**config.mk**
```make
export PLATFORM = sky130hd
export DESIGN_NAME = gdc_ctrl
export DESIGN_NICKNAME = d
export VERILOG_FILES = /design/src/gdc_pkg.sv /design/src/gdc_ctrl.sv
export SDC_FILE = /design/constraint.sdc
export NUM_CORES = 1
export LEC_CHECK = 0
export BUFFER_PORTS_ARGS = -buffer_cell sky130_fd_sc_hd__buf_2
export CAP_MARGIN = 20
export CORE_MARGIN = 3
export CORE_UTILIZATION = 35
export DETAILED_ROUTE_END_ITERATION = 8
export PLACE_DENSITY = 0.65
export SLEW_MARGIN = 0
export SYNTH_ARGS = -nofsm -noshare
export SYNTH_HDL_FRONTEND = slang
export SYNTH_SLANG_ARGS = --single-unit
```
**constraint.sdc**
```tcl
create_clock -name clock -period 1.6 [get_ports clock]
set_input_delay 0.16 -clock clock [delete_from_list [all_inputs] [get_ports clock]]
set_output_delay 0.16 -clock clock [all_outputs]
set_load 0.03 [all_outputs]
```
**src/gdc_pkg.sv**
```systemverilog
// package of constants and carriers for the gate drive state and fault control
package gdc_pkg;

  // clock rate and timing
  localparam int unsigned CLK_HZ            = 10_000_000;
  localparam int unsigned OE_STANDBY_US     = 1000;   // enable-low time before standby, us
  localparam int unsigned LINK_OFF_US       = 5000;   // overtemp link shutdown delay, us
  localparam int unsigned BIAS_FILTER_NS    = 1000;   // gate-bias filter time, ns
  localparam int unsigned OE_STANDBY_CYC    = OE_STANDBY_US * (CLK_HZ / 1_000_000);
  localparam int unsigned LINK_OFF_CYC      = LINK_OFF_US * (CLK_HZ / 1_000_000);
  localparam int unsigned BIAS_FILTER_CYC   =
    (BIAS_FILTER_NS * (CLK_HZ / 1_000_000) + 999) / 1000;

  // register offsets
  localparam logic [3:0] ADDR_FIRST_CONFIG_REGISTER     = 4'h0;
  localparam logic [3:0] ADDR_STATUS0  = 4'h1;
  localparam logic [3:0] ADDR_STATUS1  = 4'h2;
  localparam logic [3:0] ADDR_BLOCKS   = 4'h3;
  localparam logic [3:0] ADDR_CONTROL  = 4'h4;

  // first_config_register fields
  localparam int unsigned CFG_BIAS_CHECK_BIT = 0; // gate_bias_check_enable
  localparam int unsigned CFG_SLEEP_BIT      = 1; // low-power request
  localparam int unsigned CFG_AMP_OFF_BIT    = 6; // op amps off in standby
  localparam logic [7:0]  FIRST_CONFIG_REGISTER_RESET         = 8'h01;

  // status fields
  localparam int unsigned ST0_FAULT_BIT  = 0;
  localparam int unsigned ST0_OT_BIT     = 2;
  localparam int unsigned ST0_PWR_LSB    = 5;
  localparam int unsigned ST1_BIAS_BIT   = 2;
  localparam int unsigned CTRL_MSG_BIT   = 0; // overtemp message sent
  localparam int unsigned CTRL_PACK_BIT  = 1; // power status acknowledge

  // power status codes
  localparam logic [2:0] PWR_NORMAL = 3'h0;
  localparam logic [2:0] PWR_POR    = 3'h1;
  localparam logic [2:0] PWR_SUPPLY_LOW_SHUTDOWN = 3'h2;
  localparam logic [2:0] PWR_SLEEP  = 3'h3;
  localparam logic [2:0] PWR_OTSHDN = 3'h5;

  // system states
  typedef enum logic [4:0] {
    GDC_OPERATE = 5'h01,
    GDC_WAIT    = 5'h02,
    GDC_STANDBY = 5'h04,
    GDC_SLEEP   = 5'h08,
    GDC_FAULT   = 5'h10
  } gdc_state_t;

  // internal block power enables
  typedef struct packed {
    logic wake_latch;
    logic logic_reg;
    logic boot_reg;
    logic drivers;
    logic host_link;
    logic op_amps;
    logic monitors;
  } gdc_blocks_t;

  // fault and event conditions
  typedef struct packed {
    logic overtemp;
    logic supply_low;
    logic bias_low;
    logic wake;
  } gdc_cond_t;

endpackage
```
**src/gdc_ctrl.sv**
```systemverilog
// gate drive state machine, gate gating and gate-bias fault latch
// Operation
// RQ1 - sleep: all off except wake latch
// RQ2 - standby: regulator, link, monitors on; drivers off
// RQ3 - overtemp: power off, link off after 5ms
// RQ4 - power status set at power-up, shutdown, wake
// RQ5 - gate follows its phase input
// RQ6 - undriven phase input reads low
// RQ7 - gates low on fault, sleep, enable-low
// RQ8 - bias checked only while driving
// RQ9 - filtered bias low blocks driver turn-on
// RQ10 - bias fault pulls indicator, sets status1
// RQ11 - bias fault latched until enable toggles
// RQ12 - bias check gated by config bit
// RQ13 - enable rise clears only ceased faults
// RQ14 - enable low over 1ms enters standby
// RQ15 - enable high, no fault: all on; the code leaves the wake latch off
`timescale 1ns/1ps
module gdc_ctrl (
  input  wire logic                 clock,
  input  wire logic                 reset_n,
  input  wire logic                 output_enable,
  input  wire logic [5:0]           phase_in,
  input  wire logic [5:0]           phase_driven,
  input  wire gdc_pkg::gdc_cond_t   cond,
  input  wire logic [3:0]           addr,
  input  wire logic [7:0]           wdata,
  input  wire logic                 wr,
  input  wire logic                 rd,
  output logic [7:0]                rdata,
  output logic [5:0]                gate_out,
  output logic                      fault_n_out,
  output logic                      fault_n_oe,
  output gdc_pkg::gdc_blocks_t      blocks
);

  gdc_pkg::gdc_state_t state;
  gdc_pkg::gdc_state_t next_state;
  logic [7:0]  first_config_register;
  logic [2:0]  pwr_status;
  logic        ot_flag;
  logic        bias_flag;
  logic        oe_prev;
  logic        msg_sent;
  logic [15:0] oe_low_cnt;
  logic [15:0] link_cnt;
  logic [7:0]  bias_cnt;
  logic [5:0]  gate_q;

  // decoding
  wire sel_cfg     = wr && (addr == gdc_pkg::ADDR_FIRST_CONFIG_REGISTER);
  wire sel_ctl     = wr && (addr == gdc_pkg::ADDR_CONTROL);
  wire sleep_req   = first_config_register[gdc_pkg::CFG_SLEEP_BIT];
  wire bias_enable = first_config_register[gdc_pkg::CFG_BIAS_CHECK_BIT];
  wire oe_rise     = output_enable && !oe_prev;
  wire oe_timeout  = (oe_low_cnt >= 16'(gdc_pkg::OE_STANDBY_CYC));
  wire any_fault   = ot_flag || bias_flag;
  wire link_done   = (link_cnt >= 16'(gdc_pkg::LINK_OFF_CYC));
  wire [5:0] phase_clean = phase_in & phase_driven;   // RQ6
  wire driving     = |gate_q;
  wire bias_trip   = bias_enable && driving && cond.bias_low        // RQ8 RQ12
                     && (bias_cnt >= 8'(gdc_pkg::BIAS_FILTER_CYC)); // RQ9
  wire drive_ok    = (state == gdc_pkg::GDC_OPERATE) && !any_fault && !bias_trip;

  // next system state
  always_comb
  begin
    next_state = state;
    case (state)
      gdc_pkg::GDC_OPERATE:
        if (any_fault) next_state = gdc_pkg::GDC_FAULT;
        else if (!output_enable) next_state = gdc_pkg::GDC_WAIT;
      gdc_pkg::GDC_WAIT:
        if (output_enable) next_state = any_fault ? gdc_pkg::GDC_FAULT : gdc_pkg::GDC_OPERATE;
        else if (sleep_req) next_state = gdc_pkg::GDC_SLEEP;
        else if (oe_timeout) next_state = gdc_pkg::GDC_STANDBY; // RQ14
      gdc_pkg::GDC_STANDBY:
        if (sleep_req) next_state = gdc_pkg::GDC_SLEEP;
        else if (output_enable) next_state = gdc_pkg::GDC_OPERATE;
      gdc_pkg::GDC_SLEEP:
        if (cond.wake) next_state = gdc_pkg::GDC_STANDBY;
      gdc_pkg::GDC_FAULT:
        if (!output_enable && sleep_req) next_state = gdc_pkg::GDC_SLEEP;
        else if (oe_rise && !cond.overtemp && !cond.bias_low)
          next_state = gdc_pkg::GDC_OPERATE;
      default:
        next_state = gdc_pkg::GDC_OPERATE;
    endcase
  end

  // state register and enable-low timer
  always_ff @(posedge clock)
  begin
    if (!reset_n)
    begin
      state      <= gdc_pkg::GDC_OPERATE;
      oe_prev    <= 1'b0;
      oe_low_cnt <= 16'h0000;
    end
    else
    begin
      state      <= next_state;
      oe_prev    <= output_enable;
      oe_low_cnt <= output_enable ? 16'h0000 : (oe_timeout ? oe_low_cnt : oe_low_cnt + 16'h0001);
    end
  end

  // configuration; lost on sleep wake and supply shutdown
  always_ff @(posedge clock)
  begin
    if (!reset_n)
      first_config_register <= gdc_pkg::FIRST_CONFIG_REGISTER_RESET;
    else if (cond.supply_low || (state == gdc_pkg::GDC_SLEEP && cond.wake))
      first_config_register <= gdc_pkg::FIRST_CONFIG_REGISTER_RESET; // RQ4
    else if (sel_cfg)
      first_config_register <= wdata;
  end

  // power status: hardware set wins over software acknowledge
  always_ff @(posedge clock)
  begin
    if (!reset_n)
      pwr_status <= gdc_pkg::PWR_POR; // RQ4
    else if (cond.supply_low)
      pwr_status <= gdc_pkg::PWR_SUPPLY_LOW_SHUTDOWN; // RQ4
    else if (state == gdc_pkg::GDC_SLEEP && cond.wake)
      pwr_status <= gdc_pkg::PWR_SLEEP; // RQ4
    else if (cond.overtemp && !ot_flag)
      pwr_status <= gdc_pkg::PWR_OTSHDN;
    else if (sel_ctl && wdata[gdc_pkg::CTRL_PACK_BIT])
      pwr_status <= gdc_pkg::PWR_NORMAL;
  end

  // fault latches, cleared on enable rise only if ceased
  always_ff @(posedge clock)
  begin
    if (!reset_n)
    begin
      ot_flag   <= 1'b0;
      bias_flag <= 1'b0;
    end
    else
    begin
      ot_flag   <= cond.overtemp || (ot_flag && !oe_rise); // RQ13
      bias_flag <= bias_trip || (bias_flag && !(oe_rise && !cond.bias_low)); // RQ11 RQ13
    end
  end

  // bias filter counter and overtemp link timer
  always_ff @(posedge clock)
  begin
    if (!reset_n)
    begin
      bias_cnt <= 8'h00;
      msg_sent <= 1'b0;
      link_cnt <= 16'h0000;
    end
    else
    begin
      if (bias_enable && driving && cond.bias_low) // RQ8
        bias_cnt <= (bias_cnt == 8'hFF) ? bias_cnt : bias_cnt + 8'h01;
      else
        bias_cnt <= 8'h00;
      if (!ot_flag)
        msg_sent <= 1'b0;
      else if (sel_ctl && wdata[gdc_pkg::CTRL_MSG_BIT])
        msg_sent <= 1'b1;
      if (!ot_flag || !msg_sent)
        link_cnt <= 16'h0000;
      else if (!link_done)
        link_cnt <= link_cnt + 16'h0001; // RQ3
    end
  end

  // gate outputs: phase pass-through when allowed
  always_ff @(posedge clock)
  begin
    if (!reset_n)
      gate_q <= 6'h00;
    else
      gate_q <= drive_ok ? phase_clean : 6'h00; // RQ5 RQ7 RQ9 RQ15
  end
  assign gate_out = gate_q;

  // open-drain fault indicator
  assign fault_n_out = 1'b0;
  assign fault_n_oe  = any_fault; // RQ10

  // block power map per state
  always_comb
  begin
    blocks = '0;
    case (state)
      gdc_pkg::GDC_OPERATE, gdc_pkg::GDC_WAIT:
        blocks = 7'h7F ^ 7'h40; // RQ15
      gdc_pkg::GDC_STANDBY:
      begin
        blocks.logic_reg = 1'b1; // RQ2
        blocks.host_link = 1'b1;
        blocks.monitors  = 1'b1;
        blocks.op_amps   = !first_config_register[gdc_pkg::CFG_AMP_OFF_BIT];
      end
      gdc_pkg::GDC_SLEEP:
        blocks.wake_latch = 1'b1; // RQ1
      gdc_pkg::GDC_FAULT:
      begin
        blocks.monitors  = 1'b1;
        if (ot_flag)
          blocks.host_link = !link_done; // RQ3
        else
        begin
          blocks.logic_reg = 1'b1;
          blocks.boot_reg  = 1'b1;
          blocks.host_link = 1'b1;
          blocks.op_amps   = 1'b1;
        end
      end
      default:
        blocks = '0;
    endcase
  end

  // register read, one cycle later
  wire [7:0] st0 = {pwr_status, 2'b00, ot_flag, 1'b0, any_fault};
  wire [7:0] st1 = {5'b00000, bias_flag, 2'b00};
  wire [7:0] rd_mux =
    (addr == gdc_pkg::ADDR_FIRST_CONFIG_REGISTER)    ? first_config_register :
    (addr == gdc_pkg::ADDR_STATUS0) ? st0 :
    (addr == gdc_pkg::ADDR_STATUS1) ? st1 : // RQ10
    (addr == gdc_pkg::ADDR_BLOCKS)  ? {1'b0, blocks} : 8'h00;
  always_ff @(posedge clock)
  begin
    if (!reset_n)
      rdata <= 8'h00;
    else
      rdata <= rd ? rd_mux : 8'h00;
  end

  // checks
  a_gates_fault_off: assert property (@(posedge clock) disable iff (!reset_n)
    any_fault |=> gate_out == 6'h00) else $error("gates active during fault"); // RQ7
  a_gates_standby: assert property (@(posedge clock) disable iff (!reset_n)
    state == gdc_pkg::GDC_STANDBY |-> gate_out == 6'h00) else $error("gates on in standby"); // RQ2
  a_sleep_blocks: assert property (@(posedge clock) disable iff (!reset_n)
    state == gdc_pkg::GDC_SLEEP |-> blocks == 7'h40) else $error("sleep blocks wrong"); // RQ1
  a_pass_through: assert property (@(posedge clock) disable iff (!reset_n)
    drive_ok |=> gate_out == $past(phase_clean)) else $error("phase not passed"); // RQ5
  a_undriven_low: assert property (@(posedge clock) disable iff (!reset_n)
    (phase_driven == 6'h00) |=> gate_out == 6'h00) else $error("undriven gate on"); // RQ6
  a_bias_latch: assert property (@(posedge clock) disable iff (!reset_n)
    bias_flag && !oe_rise |=> bias_flag) else $error("bias fault lost"); // RQ11
  a_bias_pin: assert property (@(posedge clock) disable iff (!reset_n)
    bias_flag |-> fault_n_oe && st1[gdc_pkg::ST1_BIAS_BIT]) else $error("bias not shown"); // RQ10
  a_bias_gated: assert property (@(posedge clock) disable iff (!reset_n)
    !bias_enable |=> !$rose(bias_flag)) else $error("bias check not gated"); // RQ12
  a_standby_entry: assert property (@(posedge clock) disable iff (!reset_n)
    state == gdc_pkg::GDC_WAIT && oe_timeout && !output_enable && !sleep_req
    |=> state == gdc_pkg::GDC_STANDBY) else $error("standby not entered"); // RQ14
  a_clear_held: assert property (@(posedge clock) disable iff (!reset_n)
    bias_flag && oe_rise && cond.bias_low |=> bias_flag) else $error("active fault cleared"); // RQ13
  a_link_off: assert property (@(posedge clock) disable iff (!reset_n)
    state == gdc_pkg::GDC_FAULT && ot_flag && link_done |-> !blocks.host_link)
    else $error("link on after delay"); // RQ3

  c_standby: cover property (@(posedge clock) state == gdc_pkg::GDC_STANDBY);
  c_sleep: cover property (@(posedge clock) state == gdc_pkg::GDC_SLEEP);
  c_bias_trip: cover property (@(posedge clock) $rose(bias_flag));
  c_fault_clear: cover property (@(posedge clock) $fell(bias_flag));

endmodule // gdc_ctrl

```
### Word level (Yosys, flattened, before mapping)

Index checks and enable logic that the tools add are counted.

* bits in registers: 74
* output and inout port bits: 23
* logic and storage cells: 114

* $add $sub $neg: 3
* order comparisons: 3
* equal/unequal tests: 15
* muxes and demuxes: 28
* bitwise operators: 2
* reductions and logical operators: 50

Operators by type and width (number)
* $mux 5: 11
* $add 16x1->16 const B: 2
* $pmux 5 s5: 1
* $logic_and 1x1->1: 18
* $ge 16x14->1 const B: 1
* $ge 16x16->1 const B: 1
* $mux 8: 2
* $mux 7: 2
* $logic_not 1->1: 12
* $ne 3x3->1 const B: 3
* $pmux 3 s3: 1
* $add 8x1->8 const B: 1
* $eq 4x2->1 const B: 2
* $eq 8x8->1 const B: 1
* $ge 8x4->1 const B: 1
* $reduce_and 2->1: 4
* $reduce_or 2->1: 4
* $and 6x6->6: 1
* $mux 2: 3
* $mux 3: 2
* $reduce_or 3->1: 2
* $reduce_or 6->1: 1
* $eq 5x1->1 const B: 1
* $eq 5x2->1 const B: 1
* other kinds (15): 23

### Longest topological paths before layout

* depth after elaboration: 8
* gate-level depth with buffers: 7

### Least setup slack after synthesis

No wires, ideal clock.

* kind: flip-flop to flip-flop
* start: register state[2]
* end: register rdata[2]
* arrival time: 2.232 ns
* required time: 1.541 ns
* slack: -0.690 ns
* stages on the path, launching flop included: 7
* buffers on the path: 2
* period minus slack after synthesis: 2.290 ns
* cell sequence: dfxtp_1 -> clkbuf_1 -> clkbuf_1 -> a21oi_1 -> a21boi_0 -> a21o_1 -> o211a_1

RTL lines
* from (decl): line gdc_ctrl.sv:37 `gdc_pkg::gdc_state_t state;`
* from (signal assigned): line gdc_ctrl.sv:96 `state <= gdc_pkg::GDC_OPERATE;`
* from (signal assigned): line gdc_ctrl.sv:102 `state <= next_state;`
* to (signal assigned): line gdc_ctrl.sv:236 `rdata <= rd ? rd_mux : 8'h00;`
* to (decl): line gdc_ctrl.sv:30 `output logic [7:0] rdata,`

==> impl_metrics.toml <==
[outcome]
status = "complete, but fails checks"
violations = "setup timing"

[floorplanning]
fp.dieH_um = 107
coreArea_mm2 = 0.00982
die_x_um = 107
design.die.area_mm2 = 0.0114
start_util = 0.362
rows = 36
io_pins = 56

[worst_setup_path]
cpMaxStageDelayCell = "or3_4"
cp.required_ns = 1.44
crit_arrival_ns = 1.81
crit_path_cell_trace = "or3_4 > a21oi_4 > a21boi_4 > a21o_4 > buf_6"
critPathMaxFanout = 4
crit_type = "reg -> out"
crit_family = "compound AO/OA/AOI/OAI gates"
startpoint_type = "flip-flop"
critPathMaxStageDelay_ns = 0.39
r2r-start = "link_cnt[11]"
cp_num_buf_inv = 1
crit_path_start = "state[4]"
cp-end-kind = "primary output"

[global_routing]
grt_max_degree = 25
antenna_found_initial = 2
grt_pass1_vias = 3468
grt_usage = 0.173
grt_first_pass_wirelength_mm = 15.9
globalRouteOverflowTotal = 0

[cts]
cts_sinks = 74
cts_htree_levels = 3
cts_tree = "done"
clockBufferDepth = 2
cts_buffers = 9
cts_root_buf = "clkbuf_8"
clk_pin_slew_ns = 0.08
ctsHoldBuffers = 0
worst_skew_pair.late_latency_ns = 0.35

[timing]
rsz0062_at_grt = "true"
holdWs_ns = 0.0396
setup_ws_ns = -0.367
final.setup.tns_ns = -5.14
layout_min_cycle_time_ns = 1.97
setup_viol = 31
clock.fmax_mhz = 508
finalCritPeriodShare = 1.23
skew_ns = 0.0151
worstMarginPinSlew_ns = 0.629
final-hold-violation-count = 0
slew_viol_final = 0
max_slew_margin = 0.581

[placement]
routabilityCongestion = 0.837
dp_hpwl_mm = 6.98
portBuffers = 54
post-place-ws_ns = -0.282

[routing]
drtIter0Drc = 197
wl_mm = 10.6
drt_first_pass_iters = 4
vias_per_cell = 5.37
final_antenna_net_count = 0
via_count = 3669
drc = 0
post_drt_wl_per_cell_um = 15.6

[min_path]
min_path_type = "in -> reg"
min_from = "phase_in[2]"

[yosys]
synth_ff_type = "dfxtp_1"
ys_seq_elements = 74
syn_area_mm2 = 0.00355
async_reset_ff_frac = 0
synth_top_area_frac = 0.417
syn_area_per_cell_um2 = 8.32
synth_area_leaders = "dfxtp_1, nor2_1, a21oi_1, xnor2_1, mux2i_1"
syn-instance-count = 427
synthDistinctLibCells = 56
ys_seq_area_frac = 0.417
yosys_warnings = 0
synth_nets = 466
synth_edf_count = 0
synth_top_cell_by_area = "dfxtp_1"

[finish]
regArea_mm2 = 0.00151
syn_to_final_growth_pct = 45.7
antenna_cells = 0
fill_cells = 903
multiInputGateArea_mm2 = 0.00231
drive_gt1_frac = 0.395
nets = 586

[pwr]
p_leak_nw = 2.03
vdd_drop_max_mv = 1.02
cellPowerDensity_mw_per_mm2 = 1090
power_w = 0.00563

[run]
cap_violations = 0
-- sequential cells by signal, summed over array words and instances, names as in the netlist --
register and flops:
msg_sent 1, gate_out 6, pwr_status 3, bias_flag 1
first_config_register 8, ot_flag 1, bias_cnt 8, oe_low_cnt 16
oe_prev 1, link_cnt 16, state 5, rdata 8
-- synth_stat cells, drive strengths merged (3+ instances only) --
cell and count:
o21ai 26, nand4 7, a22oi 3, nor4 11
nor2 52, o31ai 4, a31oi 4, xnor2 15
nor2b 3, and2 4, a21oi 28, inv 19
or3 11, buf 7, ha 6, and3 15
nor4b 4, nor3b 5, nor3 8, dfxtp 74
nand2 27, clkbuf 13, nand3 25, or4 5
mux2i 13, a211oi 3
-- placed cells by master (no fill, tap or decap), types with 5 or more instances in the layout --
cell type  instances
nor3_1             6
inv_1             17
dfxtp_2           11
and3_1            14
ha_1               6
nand4_1            7
o21ai_0           16
or3_1              9
nor4_2             6
buf_2             48
mux2i_1           13
buf_6             21
dfxtp_4            5
clkbuf_8          10
a21oi_2            8
a21oi_1           17
buf_4             56
nand3_1           25
xnor2_1           13
nand2_1           21
nor2_1            49
o21ai_1            8
dfxtp_1           58
-- cell families (layout without fill, tap and decap cells) --
kind of cell | count (synthesis) | count (layout) | share of synthesized area
and+or+nand+nor | 187 | 187 | 0.274
AOI/OAI and AO/OA | 89 | 89 | 0.162
DFF | 74 | 74 | 0.417
buffers and inverters | 40 | 163 | 0.0454
xor gates and xnor gates | 16 | 16 | 0.0394
muxes | 14 | 14 | 0.0398
adders and majority gates | 6 | 6 | 0.0211
other | 1 | 1 | 0.00106
-- metrics by stage --
stage / cell area (um2) / utilization / instances
2_1_floorplan: 3620 / - / 427
3_3_place_gp: 4380 / 0.446 / 648
3_5_place_dp: 4380 / 0.446 / 648
4_1_cts: 4760 / 0.485 / 671
5_1_grt: 5180 / 0.527 / 683
6_report: 5180 / 0.527 / 683
-- layer usage --
metal	up-vias	routed length (um)	global-route usage
met2	89	5330	0.287
met3	33	520	0.0512
li1	1773	-	-
met4	4	303	0.0667
met1	1770	4450	0.211
met5	-	27	0
-- worst reg2reg max path: stages, from the launching register on --
cell,delay (ns)
dfxtp_2,0.32
or4_4,0.53
o211a_4,0.33
or4_1,0.51
a21oi_2,0.13
-- cell type report --
type                    instances  area share
flip-flops and latches         74       0.292
inverters                      20      0.0145
well taps                     133      0.0321
clock buffers                  14      0.0295
multi-input cells             313       0.446
repair buffers                129       0.186
-- final timing paths --
kind                     to  slack [ns]  depth (start not counted)
max               blocks[2]       -0.37                          5
min             gate_out[2]        0.04                          2
max reg2reg     link_cnt[7]       -0.28                          4
min reg2reg  oe_low_cnt[14]        0.43                          2
-- what timing repair did --
| action | 4_1_cts | 5_1_grt |
|---|---|---|
| setup endpoints to repair | 48 | 60 |
| pin swaps | 16 | 20 |
| cloned | 1 | 0 |
| gates resized for setup | 51 | 72 |
| buffers inserted | 8 | 12 |
-- report_power, final --
part | switching (W) | internal, W
Sequential | 0.0000826 | 0.00191
Combinational | 0.00121 | 0.00117
Clock | 0.000661 | 0.000593
Total | 0.00195 | 0.00367
Note: power is estimated with default switching activity, not from simulation.
